===== config.mk =====
export PLATFORM = sky130hd
export DESIGN_NAME = ecp_port
export DESIGN_NICKNAME = d
export VERILOG_FILES = /design/src/core/ecp_pkg.sv /design/src/core/ecp_fifo.sv /design/src/core/ecp_port.sv
export VERILOG_INCLUDE_DIRS = /design/src /design/src/core
export SDC_FILE = /design/constraint.sdc
export NUM_CORES = 1
export LEC_CHECK = 0
export ABC_AREA = 1
export BUFFER_PORTS_ARGS = -buffer_cell sky130_fd_sc_hd__buf_2
export CAP_MARGIN = 20
export CORE_ASPECT_RATIO = 2
export CORE_MARGIN = 2
export CORE_UTILIZATION = 30
export CTS_BUF_LIST = sky130_fd_sc_hd__clkbuf_8
export DETAILED_ROUTE_END_ITERATION = 12
export GPL_ROUTABILITY_DRIVEN = 1
export PLACE_DENSITY = 0.45
export SLEW_MARGIN = 20
export SYNTH_ARGS = -nofsm -noshare
export SYNTH_HDL_FRONTEND = slang
export SYNTH_SLANG_ARGS = --single-unit

===== constraint.sdc =====
create_clock -name clk_in -period 7.8 [get_ports clk_in]
set_input_delay 1.56 -clock clk_in [delete_from_list [all_inputs] [get_ports clk_in]]
set_output_delay 1.56 -clock clk_in [all_outputs]
set_load 0.02 [all_outputs]

===== src/core/ecp_consts.svh =====
`ifndef ECP_CONSTS_SVH
`define ECP_CONSTS_SVH
// ==========================================
// Modes, command byte layout, timing
`define ECP_MODE_SPP       3'h0
`define ECP_MODE_PS2       3'h1
`define ECP_MODE_PFIFO     3'h2
`define ECP_MODE_ECP       3'h3
`define ECP_CMD_KIND_BIT   7
`define ECP_FIFO_DEPTH     16
`define ECP_IRQ_PULSE_NS   200
`define ECP_CLK_PERIOD_NS  100
`define ECP_IRQ_PULSE_CYC  (`ECP_IRQ_PULSE_NS / `ECP_CLK_PERIOD_NS)
`define ECP_STROBE_CYC     2
`endif


===== src/core/ecp_pkg.sv =====
package ecp_pkg;
  // ==========================================
  // Queue entry: byte plus command flag
  typedef struct packed {
    logic       is_cmd;
    logic [7:0] data;
  } ecp_entry_s;
  typedef enum logic [2:0] {
    ECP_IDLE, ECP_FWD_SETUP, ECP_FWD_STROBE, ECP_FWD_WAIT, ECP_REV_WAIT, ECP_REV_ACK
  } ecp_link_e;
endpackage : ecp_pkg


===== src/core/ecp_fifo.sv =====
// ==========================================
// Small queue with valid/ready on both sides
module ecp_fifo #(
  parameter int WIDTH = 9,
  parameter int DEPTH = 4
) (
  // Clock and reset
  input  wire logic             clk_in,
  input  wire logic             reset_in,
  input  wire logic             flush_in,
  // Fill side
  input  wire logic             in_valid_in,
  output logic                  in_ready_out,
  input  wire logic [WIDTH-1:0] in_data_in,
  // Drain side
  output logic                  out_valid_out,
  input  wire logic             out_ready_in,
  output logic [WIDTH-1:0]      out_data_out,
  // Level
  output logic [$clog2(DEPTH+1)-1:0] level_out
);
  localparam int AW = (DEPTH > 1) ? $clog2(DEPTH) : 1;
  localparam int CW = $clog2(DEPTH+1);
  if (DEPTH < 2 || WIDTH < 1) begin : g_bad_size
    $error("ecp_fifo: bad size");
  end
  logic [WIDTH-1:0] mem_q [DEPTH];
  logic [AW-1:0]    rd_q, wr_q;
  logic [CW-1:0]    cnt_q;
  logic             push, pop;
  assign in_ready_out  = (cnt_q != CW'(DEPTH));
  assign out_valid_out = (cnt_q != '0);
  assign out_data_out  = mem_q[rd_q];
  assign level_out     = cnt_q;
  assign push = in_valid_in && in_ready_out;
  assign pop  = out_valid_out && out_ready_in;
  always_ff @(posedge clk_in) begin
    if (reset_in || flush_in) begin
      rd_q  <= '0;
      wr_q  <= '0;
      cnt_q <= '0;
    end else begin
      if (push) begin
        mem_q[wr_q] <= in_data_in;
        wr_q <= (wr_q == AW'(DEPTH-1)) ? '0 : wr_q + 1'b1;
      end
      if (pop) rd_q <= (rd_q == AW'(DEPTH-1)) ? '0 : rd_q + 1'b1;
      if (push && !pop) cnt_q <= cnt_q + 1'b1;
      else if (pop && !push) cnt_q <= cnt_q - 1'b1;
    end
  end
endmodule : ecp_fifo


===== src/core/ecp_port.sv =====
`include "ecp_consts.svh"
module ecp_port #(
  parameter int DEPTH     = `ECP_FIFO_DEPTH,
  parameter int BUF_DEPTH = 4
) (
  // Clock and reset
  input  wire logic       clk_in,
  input  wire logic       reset_in,
  // Configuration
  input  wire logic [2:0] mode_in,
  input  wire logic       direction_in,
  input  wire logic       dma_request_enable_in,
  input  wire logic       service_irq_mask_clr_in,
  input  wire logic       service_irq_mask_set_in,
  input  wire logic       fault_irq_enable_n_in,
  input  wire logic       acknowledge_irq_enable_in,
  input  wire logic [3:0] queue_level_setting_in,
  input  wire logic       terminate_req_in,
  // Host byte port
  input  wire logic       data_byte_fifo_port_wr_in,
  input  wire logic       command_byte_fifo_port_wr_in,
  input  wire logic [7:0] host_wdata_in,
  input  wire logic       data_byte_fifo_port_rd_in,
  output logic [7:0]      host_rdata_out,
  output logic            host_full_out,
  output logic            host_empty_out,
  // DMA
  output logic            port_dma_request_out,
  input  wire logic       port_dma_acknowledge_n_in,
  input  wire logic       dma_terminal_count_in,
  // Interrupt (open drain)
  output logic            port_irq_line_out,
  output logic            port_irq_line_oe_out,
  // Status
  output logic            service_irq_mask_out,
  output logic            terminate_ok_out,
  output logic            turnaround_req_out,
  // Cable
  input  wire logic [7:0] cable_data_in,
  output logic [7:0]      cable_data_out,
  output logic            cable_data_oe_out,
  output logic            host_clk_n_out,
  output logic            host_ack_out,
  output logic            ctrl_push_pull_out,
  input  wire logic       periph_clk_n_in,
  input  wire logic       periph_ack_in,
  input  wire logic       fault_n_in,
  input  wire logic       ack_n_in
);
  localparam int CW  = $clog2(DEPTH+1);
  localparam int PCW = 4;
  if (DEPTH != `ECP_FIFO_DEPTH || BUF_DEPTH < 2) begin : g_bad_size
    $error("ecp_port: unsupported sizes");
  end
  // ==========================================
  // State
  typedef struct packed {
    ecp_pkg::ecp_link_e     st;
    logic                   mask;
    logic [7:0]             rle;
    logic                   rle_pend;
    logic [7:0]             rep_byte;
    logic                   rep_act;
    logic [PCW-1:0]         pulse;
    logic [PCW-1:0]         tmr;
    logic [7:0]             rdata;
    logic                   hclk_n;
    logic                   hack;
    logic [7:0]             odata;
    logic                   fault_q, ack_q, nerr_q, pclk_q;
    logic [1:0]             s_pclk, s_pack, s_fault, s_ack;
    logic [7:0]             s1_dat, s2_dat;
  } ecp_state_s;
  ecp_state_s q, d;
  // Forward input queue in front of the cable link; back-pressure reaches host full flag
  ecp_pkg::ecp_entry_s buf_in, buf_out;
  logic buf_in_ready, buf_out_valid, buf_pop;
  logic [$clog2(BUF_DEPTH+1)-1:0] buf_lvl;
  logic fifo_on;
  assign fifo_on = (mode_in == `ECP_MODE_PFIFO) || (mode_in == `ECP_MODE_ECP);
  assign buf_in.is_cmd = command_byte_fifo_port_wr_in;
  assign buf_in.data   = host_wdata_in;
  ecp_fifo #(.WIDTH(9), .DEPTH(BUF_DEPTH)) u_buf (
    .clk_in        (clk_in),
    .reset_in      (reset_in),
    .flush_in      (!fifo_on),
    .in_valid_in   ((data_byte_fifo_port_wr_in || command_byte_fifo_port_wr_in)
                    && !direction_in),
    .in_ready_out  (buf_in_ready),
    .in_data_in    (buf_in),
    .out_valid_out (buf_out_valid),
    .out_ready_in  (buf_pop),
    .out_data_out  (buf_out),
    .level_out     (buf_lvl)
  );
  logic [CW:0] eff_thr, thr_bytes, held, free_sl;
  logic        cond, svc_evt, pulse_evt, fault_fall, ack_rise, err_en_fall;
  logic        host_rd, dma_ack;
  // Main store: every reverse data byte, expanded copies included, waits here for the host
  logic [7:0]    st_out;
  logic          st_in_ready, st_out_valid;
  logic [CW-1:0] st_lvl;
  ecp_fifo #(.WIDTH(8), .DEPTH(DEPTH)) u_store (
    .clk_in        (clk_in),
    .reset_in      (reset_in),
    .flush_in      (!fifo_on),
    .in_valid_in   (q.rep_act),
    .in_ready_out  (st_in_ready),
    .in_data_in    (q.rep_byte),
    .out_valid_out (st_out_valid),
    .out_ready_in  (host_rd),
    .out_data_out  (st_out),
    .level_out     (st_lvl)
  );
  always_comb begin
    d = q;
    // Two-flop synchronisers
    d.s_pclk  = {q.s_pclk[0], periph_clk_n_in};
    d.s_pack  = {q.s_pack[0], periph_ack_in};
    d.s_fault = {q.s_fault[0], fault_n_in};
    d.s_ack   = {q.s_ack[0], ack_n_in};
    d.s1_dat  = cable_data_in;
    d.s2_dat  = q.s1_dat;
    d.fault_q = q.s_fault[1];
    d.ack_q   = q.s_ack[1];
    d.pclk_q  = q.s_pclk[1];
    d.nerr_q  = fault_irq_enable_n_in;
    eff_thr   = (CW+1)'(queue_level_setting_in) + 1'b1;
    thr_bytes = (CW+1)'(DEPTH) - eff_thr;
    held      = (CW+1)'(st_lvl) + (CW+1)'(buf_lvl);
    free_sl   = (CW+1)'(DEPTH) - held;
    // One byte read per access, by I/O strobe or DMA acknowledge
    dma_ack = !port_dma_acknowledge_n_in && dma_request_enable_in;
    host_rd = (data_byte_fifo_port_rd_in || dma_ack) && direction_in && st_out_valid;
    buf_pop = 1'b0;
    if (host_rd) begin
      d.rdata = st_out;
    end
    // Service conditions; mask blocks all of them
    if (dma_request_enable_in)
      cond = dma_terminal_count_in && !port_dma_acknowledge_n_in;
    else if (!direction_in)
      cond = free_sl >= thr_bytes;
    else
      cond = held >= thr_bytes;
    svc_evt = fifo_on && !q.mask && cond;
    if (service_irq_mask_clr_in) d.mask = 1'b0;
    if (service_irq_mask_set_in) d.mask = 1'b1;
    if (svc_evt) d.mask = 1'b1;
    fault_fall  = q.fault_q && !q.s_fault[1] && !fault_irq_enable_n_in;
    err_en_fall = q.nerr_q && !fault_irq_enable_n_in && !q.s_fault[1];
    ack_rise    = !q.ack_q && q.s_ack[1] && acknowledge_irq_enable_in;
    pulse_evt   = svc_evt || fault_fall || err_en_fall || ack_rise;
    if (pulse_evt) d.pulse = PCW'(`ECP_IRQ_PULSE_CYC);
    else if (q.pulse != '0) d.pulse = q.pulse - 1'b1;
    // Link engine
    case (q.st)
      ecp_pkg::ECP_IDLE: begin
        d.hclk_n = 1'b1;
        if (mode_in == `ECP_MODE_ECP && !direction_in && buf_out_valid
            && !st_out_valid) begin
          buf_pop = 1'b1;
          d.odata = buf_out.data;
          d.hack  = !buf_out.is_cmd;
          d.st    = ecp_pkg::ECP_FWD_SETUP;
        end else if (mode_in == `ECP_MODE_ECP && direction_in
                     && st_in_ready && !q.rep_act) begin
          d.hack = 1'b1;
          d.st   = ecp_pkg::ECP_REV_WAIT;
        end
      end
      ecp_pkg::ECP_FWD_SETUP: begin
        d.hclk_n = 1'b0;
        d.tmr    = PCW'(`ECP_STROBE_CYC);
        d.st     = ecp_pkg::ECP_FWD_STROBE;
      end
      ecp_pkg::ECP_FWD_STROBE: begin
        if (q.tmr != '0) d.tmr = q.tmr - 1'b1;
        else if (!q.s_pclk[1]) d.st = ecp_pkg::ECP_FWD_WAIT;
      end
      ecp_pkg::ECP_FWD_WAIT: begin
        d.hclk_n = 1'b1;
        if (q.s_pclk[1] || mode_in != `ECP_MODE_ECP) d.st = ecp_pkg::ECP_IDLE;
      end
      ecp_pkg::ECP_REV_WAIT: begin
        if (mode_in != `ECP_MODE_ECP || !direction_in) begin
          d.hack = 1'b0;
          d.st   = ecp_pkg::ECP_IDLE;
        end else if (q.pclk_q && !q.s_pclk[1]) begin
          if (!q.s_pack[1]) begin
            if (!q.s2_dat[`ECP_CMD_KIND_BIT]) begin
              d.rle      = q.s2_dat;
              d.rle_pend = 1'b1;
            end
          end else begin
            d.rep_byte = q.s2_dat;
            d.rle      = q.rle_pend ? q.rle : 8'h00;
            d.rle_pend = 1'b0;
            d.rep_act  = 1'b1;
          end
          d.hack = 1'b0;
          d.st   = ecp_pkg::ECP_REV_ACK;
        end
      end
      ecp_pkg::ECP_REV_ACK: begin
        // Ready rises again only from idle, once the store has room
        if (q.s_pclk[1]) begin
          d.st = ecp_pkg::ECP_IDLE;
        end
      end
      default: d.st = ecp_pkg::ECP_IDLE;
    endcase
    // Expansion writes one copy per cycle; queue stalls the link meanwhile
    if (q.rep_act && st_in_ready) begin
      if (q.rle == 8'h00) d.rep_act = 1'b0;
      else d.rle = q.rle - 1'b1;
    end
    // Store is flushed outside the queue modes, so a pending run dies too
    if (!fifo_on) begin
      d.rep_act = 1'b0;
    end
  end
  always_ff @(posedge clk_in) begin
    if (reset_in) begin
      q        <= '0;
      q.st     <= ecp_pkg::ECP_IDLE;
      q.mask   <= 1'b1;
      q.hclk_n <= 1'b1;
      q.nerr_q <= 1'b1;
      q.fault_q <= 1'b1;
      q.s_fault <= 2'h3;
      // Pins idle high; matching reset values avoid a false edge after reset
      q.ack_q   <= 1'b1;
      q.s_ack   <= 2'h3;
      q.pclk_q  <= 1'b1;
      q.s_pclk  <= 2'h3;
    end else begin
      q <= d;
    end
  end
  // ==========================================
  // Outputs
  assign host_rdata_out       = q.rdata;
  assign host_full_out        = direction_in ? !st_in_ready : !buf_in_ready;
  assign host_empty_out       = direction_in ? !st_out_valid : !buf_out_valid;
  assign port_dma_request_out = dma_request_enable_in && !q.mask && fifo_on
                                && (direction_in ? st_out_valid : buf_in_ready);
  assign port_irq_line_out    = 1'b0;
  assign port_irq_line_oe_out = (q.pulse != '0);
  assign service_irq_mask_out = q.mask;
  // Leave only when forward and idle; reverse asks for turnaround first
  assign terminate_ok_out     = terminate_req_in && !direction_in
                                && q.st == ecp_pkg::ECP_IDLE;
  assign turnaround_req_out   = terminate_req_in && direction_in;
  assign cable_data_out       = q.odata;
  assign cable_data_oe_out    = !direction_in;
  assign host_clk_n_out       = q.hclk_n;
  assign host_ack_out         = q.hack;
  assign ctrl_push_pull_out   = (mode_in != `ECP_MODE_SPP);
endmodule : ecp_port


Word level (Yosys, flattened, before mapping)
Memories as Yosys holds them, arrays and structs flattened. A register that Yosys moved wholly into a read port is not among the register bits. Cells that the tools add are included.

Output and inout bits: 28. Register bits: 88. Bits of input ports: 41. Memories kept: 2. Bits in writable memories: 164.

Memory list: u_store.mem_q (words 16, bits a word 8, rd ports 1, clocked after memory_dff 1, wr ports 1, line ecp_fifo.sv:27) `logic [WIDTH-1:0] mem_q [DEPTH];`; u_buf.mem_q (words 4, bits a word 9, rd ports 1, clocked after memory_dff 1, wr ports 1, line ecp_fifo.sv:27).

Multiplexer cells: 53. Equal/unequal tests: 22. Add/sub/neg operators: 15. Reduce and logical (&&, ||, !) cells: 84. Order comparisons: 2. Bitwise logic cells: 2.

Operator list (number): 2-to-1 mux 18 bit (3); logical AND 1 bit (34); 2-to-1 mux 3 bit (10); 2-to-1 mux 9 bit (3); 2-to-1 mux 8 bit (3); 2-to-1 mux 1 bit (19); zero test 1 bit (18); case mux 3 bit (6 select lines) (1); equality test 3 x 2 -> 1 bit (second input constant) (4); >= comparator 6 bit (2); 2-to-1 mux 2 bit (6); 2-to-1 mux 4 bit (3); nonzero test 2 bit (6); 2-to-1 mux 5 bit (2); != test 2 bit (second input constant) (5); logical OR 1 bit (9); != test 3 bit (second input constant) (3); adder 4 x 1 -> 4 bit (second input constant) (2); equality test 4 bit (second input constant) (2); zero test 8 bit (1); case mux 4 bit (2 select lines) (1); AND reduction 4 bit (2); nonzero test 4 bit (2); subtractor 4 x 1 -> 4 bit (second input constant) (2); 26 further kinds (35).

Logic depth before layout (Yosys ltp)
Depth in word-level cells: 10. Gate-level depth with buffers: 25. Gate-level depth less buffers: 25.

Hierarchy
A second synthesis with hierarchy kept.

Cells, all modules: 1260. Area total of the unflattened synthesis: 11857.6 sq um.

Modules (own cells, without submodules): ecp_fifo at u_store (sequential area each 4184.0 sq um, area an instance 6292.3 sq um, cells each 603, instances 1); ecp_port (sequential area each 1521.5 sq um, area an instance 3683.5 sq um, cells each 500, instances 1); ecp_fifo at u_buf (sequential area each 1261.2 sq um, area an instance 1881.8 sq um, cells each 157, instances 1).

Worst setup path after synthesis
Ideal clock, no wire load.

Kind: input to output. Start point: input port mode_in[2]. End point: output port port_dma_request_out. Slack: 4.029 ns. Cell stages on the path: 5. Path buffers: 0. Arrival: 2.211 ns. Data required time: 6.240 ns. Path through: inv_1 -> nand2_1 -> nor2_1 -> nand2_1 -> a21oi_1.

Word-level cells in the longest chain between the ends: 4. Elaborated cells on any way between the ends: 5.

RTL lines: start, declared (line ecp_port.sv:10) `input wire logic [2:0] mode_in,`; equality test 3 x 2 -> 1 bit (no line); logical OR 1 bit (*) (line ecp_port.sv:80) `` assign fifo_on = (mode_in == `ECP_MODE_PFIFO) || (mode_in == `ECP_MODE_ECP); ``; logical AND 1 bit (*) (line ecp_port.sv:246) `assign port_dma_request_out = dma_request_enable_in && !q.mask && fifo_on`; logical AND 1 bit (*) (line ecp_port.sv:247) `&& (direction_in ? st_out_valid : buf_in_ready);`; end, declared (line ecp_port.sv:28) `output logic port_dma_request_out,`.

Every way passes the cells marked *; elsewhere a longest branch is shown, timed or not.

Final worst setup path
Same ends and word-level chain as after synthesis.

==> flow_metrics.env <==
export IMPL_status="finished, final reports clean"
export IMPL_grt_pass1_wl_mm=44.8
export IMPL_ctsLongestPathBuffers=3
export IMPL_synth_area_top_cells="edfxtp_1 (44%), dfxtp_1 (17%), nor2_1 (6.0%), nand2_1 (4.3%), inv_1 (3.7%)"
export IMPL_drc_errors=0
export IMPL_postCtsSetupBuffers=0
export IMPL_viasPerCell=4.71
export IMPL_fin_ws_ns=3.82
export IMPL_wirelength_mm=29.2
export IMPL_ff2ff_path_depth=15
export IMPL_start_util=0.304
export IMPL_ir_drop_mv=0.169
export IMPL_ys_warn_count=0
export IMPL_worst_setup_path_start_kind="primary input"
export IMPL_max_freq_mhz=251
export IMPL_synth_most_common_cell="nor2_1"
export IMPL_crit_type="in -> out"
export IMPL_stdcell_count=1638
export IMPL_clock_sinks=262
export IMPL_ios=69
export IMPL_ctsHoldBuffers=0
export IMPL_synth_edff_count=164
export IMPL_design_core_area_um2=37000
export IMPL_tightest_slew_ns=1.08
export IMPL_clk_pin_slew_ns=0.06
export IMPL_wl_met2_mm=17.1
export IMPL_slew_headroom=0.278
export IMPL_holdCritPathClass="reg -> reg"
export IMPL_crit_path_start="mode_in[2]"
export IMPL_row_count=100
export IMPL_numPortBuffers=67
export IMPL_die_area_um2=39100
export IMPL_syn_to_final_growth_pct=13.5
export IMPL_antenna_found_initial=1
export IMPL_syn_cell_area_um2=11200
export IMPL_fin_tns_setup_ns=0
export IMPL_pwr_density_cell_nw_per_um2=229
export IMPL_cp_cell_sequence="buf_2, inv_1, nand2_1, nor2_1, nand2_1, a21oi_1, buf_2"
export IMPL_nets=1221
export IMPL_dp_cells=1564
export IMPL_slew_viol_final=0
export IMPL_required_ns=6.24
export IMPL_overflow=0
export IMPL_wire_per_inst_um=17.8
export IMPL_cts_resized=0
export IMPL_h_tree_depth=2
export IMPL_top_layer_used="met4"
export IMPL_finalHoldViolations=0
export IMPL_critical_path_top_delay_family="buffers and inverters"
export IMPL_grt_pass1_vias=7951
export IMPL_syn_area_per_cell_um2=10.3
export IMPL_worstPathMaxFanout=4
export IMPL_grt_max_degree=69
export IMPL_synth_top_area_cell="edfxtp_1"
export IMPL_syn_num_nets=1161
export IMPL_ys_flop_type="edfxtp_1"
export IMPL_drv_cap=0
export IMPL_ant_nets=0
export IMPL_root_buffer="clkbuf_8"
export IMPL_yosys_area_top_type_share=0.438
export IMPL_cts_tree="built"
export IMPL_synth_common_cells="nor2_1 (179), edfxtp_1 (164), nand2_1 (129)"
export IMPL_setup_viol=0
export IMPL_insertion_delay_ns=0.57
export IMPL_wirelength_met1_mm=9.40
export IMPL_wl_met3_um=910
export IMPL_grtUsageTotal=0.151
export IMPL_fp_dieW_um=141
export IMPL_finalCritPeriodShare=0.511
export IMPL_cts_buffers=40
export IMPL_timing_rr_end="u_store.level_out[4]"
export IMPL_die_height_um=278
export IMPL_rsz0062_at_grt="no"
export IMPL_drtIter0Drc=331
export IMPL_r2r_start="u_store.level_out[1]"
export IMPL_hpwl_mm=21.0
export IMPL_worst_path_stages=7
export IMPL_drive_gt1_frac=0.143
export IMPL_async_reset_ff_frac=0
export IMPL_first_pass_iters=4
export IMPL_pre_cts_slack_ns=3.32
export IMPL_vias=7715
export IMPL_slowest_delay_ns=0.20
export IMPL_synth_cell_types=47
export IMPL_worst_path_max_delay_cell="buf_2"
export IMPL_gp_congestion=0.828
export IMPL_yosysSeqAreaShare=0.612
export IMPL_worst_r2r_setup_slack_ns=4.43
export IMPL_synth_cells=1087
export IMPL_critPathBufInv=3
export IMPL_layout_min_cycle_time_ns=3.98
export IMPL_worstSetupEndpointType="output port"
export IMPL_finClkSkew_ns=0.0262
export IMPL_fillers=3808
export IMPL_ys_seq_elements=262
export IMPL_crit_arrival_ns=2.42
export IMPL_power_leakage_nw=5.20
export IMPL_cp_endpoint="port_dma_request_out"
export IMPL_holdWs_ns=0.393
==> metrics by stage <==
stage	power (mW)	cell area [um2]	utilization
global placement	1.75	11900	0.322
detailed placement	1.75	11900	0.322
CTS	2.98	12800	0.345
finish	2.92	12800	0.345
floorplan	1.69	11200	-
global route	3.05	12800	0.345
==> cells in the final DEF (no fill, tap or decap), types with 4 or more instances in the layout <==
cell type  instances
a211oi_1           7
a21oi_1           42
a31oi_1            4
buf_2             67
buf_4             10
clkbuf_8          47
clkinv_1          12
clkinv_2           7
dfxtp_1           96
edfxtp_1         164
ha_1              30
inv_1            116
inv_2              8
mux2i_1           24
nand2_1          129
nand3_1           35
nand4_1           11
nor2_1           179
nor3_1            10
o211ai_1           8
o21ai_0           76
o221ai_1          24
o32ai_1           16
or2_2             10
xnor2_1            4
xor2_1             5
==> metal layers <==
metal | vias to the layer above | global-route usage
li1 | 3838 | -
met1 | 3634 | 0.133
met2 | 166 | 0.309
met3 | 77 | 0.0216
met4 | 0 | 0.0908
met5 | - | 0
==> cell families (layout without fill, tap and decap cells) <==
logic type               Yosys count  count (layout)  share of synthesized area
AND/OR/NAND/NOR                  384             384                      0.144
flip-flops                       262             262                      0.612
AO/OA/AOI/OAI                    193             193                      0.107
buffers and inverters            181             272                     0.0691
adder cells (fa/ha/maj)           33              33                     0.0387
multiplexers                      24              24                     0.0214
XOR/XNOR                           9               9                    0.00701
other                              1               2                   0.000333
==> worst min-delay path by stage <==
| stage | end | slack [ns] | start | cells past startpoint |
|---|---|---|---|---|
| finish | q[7] | 0.39 | d[7] | 2 |
| global route | d[27] | 0.42 | d[19] | 1 |
| CTS | d[24] | 0.41 | d[23] | 1 |
| detailed placement | d[24] | 0.40 | d[23] | 1 |
| global placement | d[26] | 0.39 | d[17] | 1 |
| floorplan | q[0] | 0.39 | d[0] | 2 |
==> area by class of cell <==
| class | instances | area, um2 | share of cell area |
|---|---|---|---|
| Antenna cell | 1 | 2.50 | 0.000196 |
| Clock buffer | 47 | 647 | 0.0507 |
| Clock inverter | 26 | 196 | 0.0154 |
| Inverter | 122 | 458 | 0.0359 |
| Multi-Input combinational cell | 644 | 3590 | 0.281 |
| Sequential cell | 262 | 6890 | 0.540 |
| Tap cell | 459 | 574 | 0.0450 |
| Timing Repair Buffer | 77 | 410 | 0.0322 |
==> worst min-delay path: stages, from the launching register on <==
cell     delay, ns
dfxtp_1       0.30
inv_1         0.04
nor2_1        0.03
==> flip-flops by register name (all words and copies together) (netlist names), named ones only <==
signal	count
cable_data_out	8
d	15
host_ack_out	1
host_clk_n_out	1
host_rdata_out	8
q	42
service_irq_mask_out	1
u_buf.level_out	3
u_buf.mem_q	36
u_buf.rd_q	2
u_buf.wr_q	2
u_store.level_out	5
u_store.mem_q	128
u_store.rd_q	4
u_store.wr_q	4
==> power breakdown <==
group | switching, mW | internal, mW
logic | 0.137 | 0.0727
registers | 0.0211 | 1.49
clock network | 0.552 | 0.653
total | 0.710 | 2.21
Power figures use the tool's default switching activity.
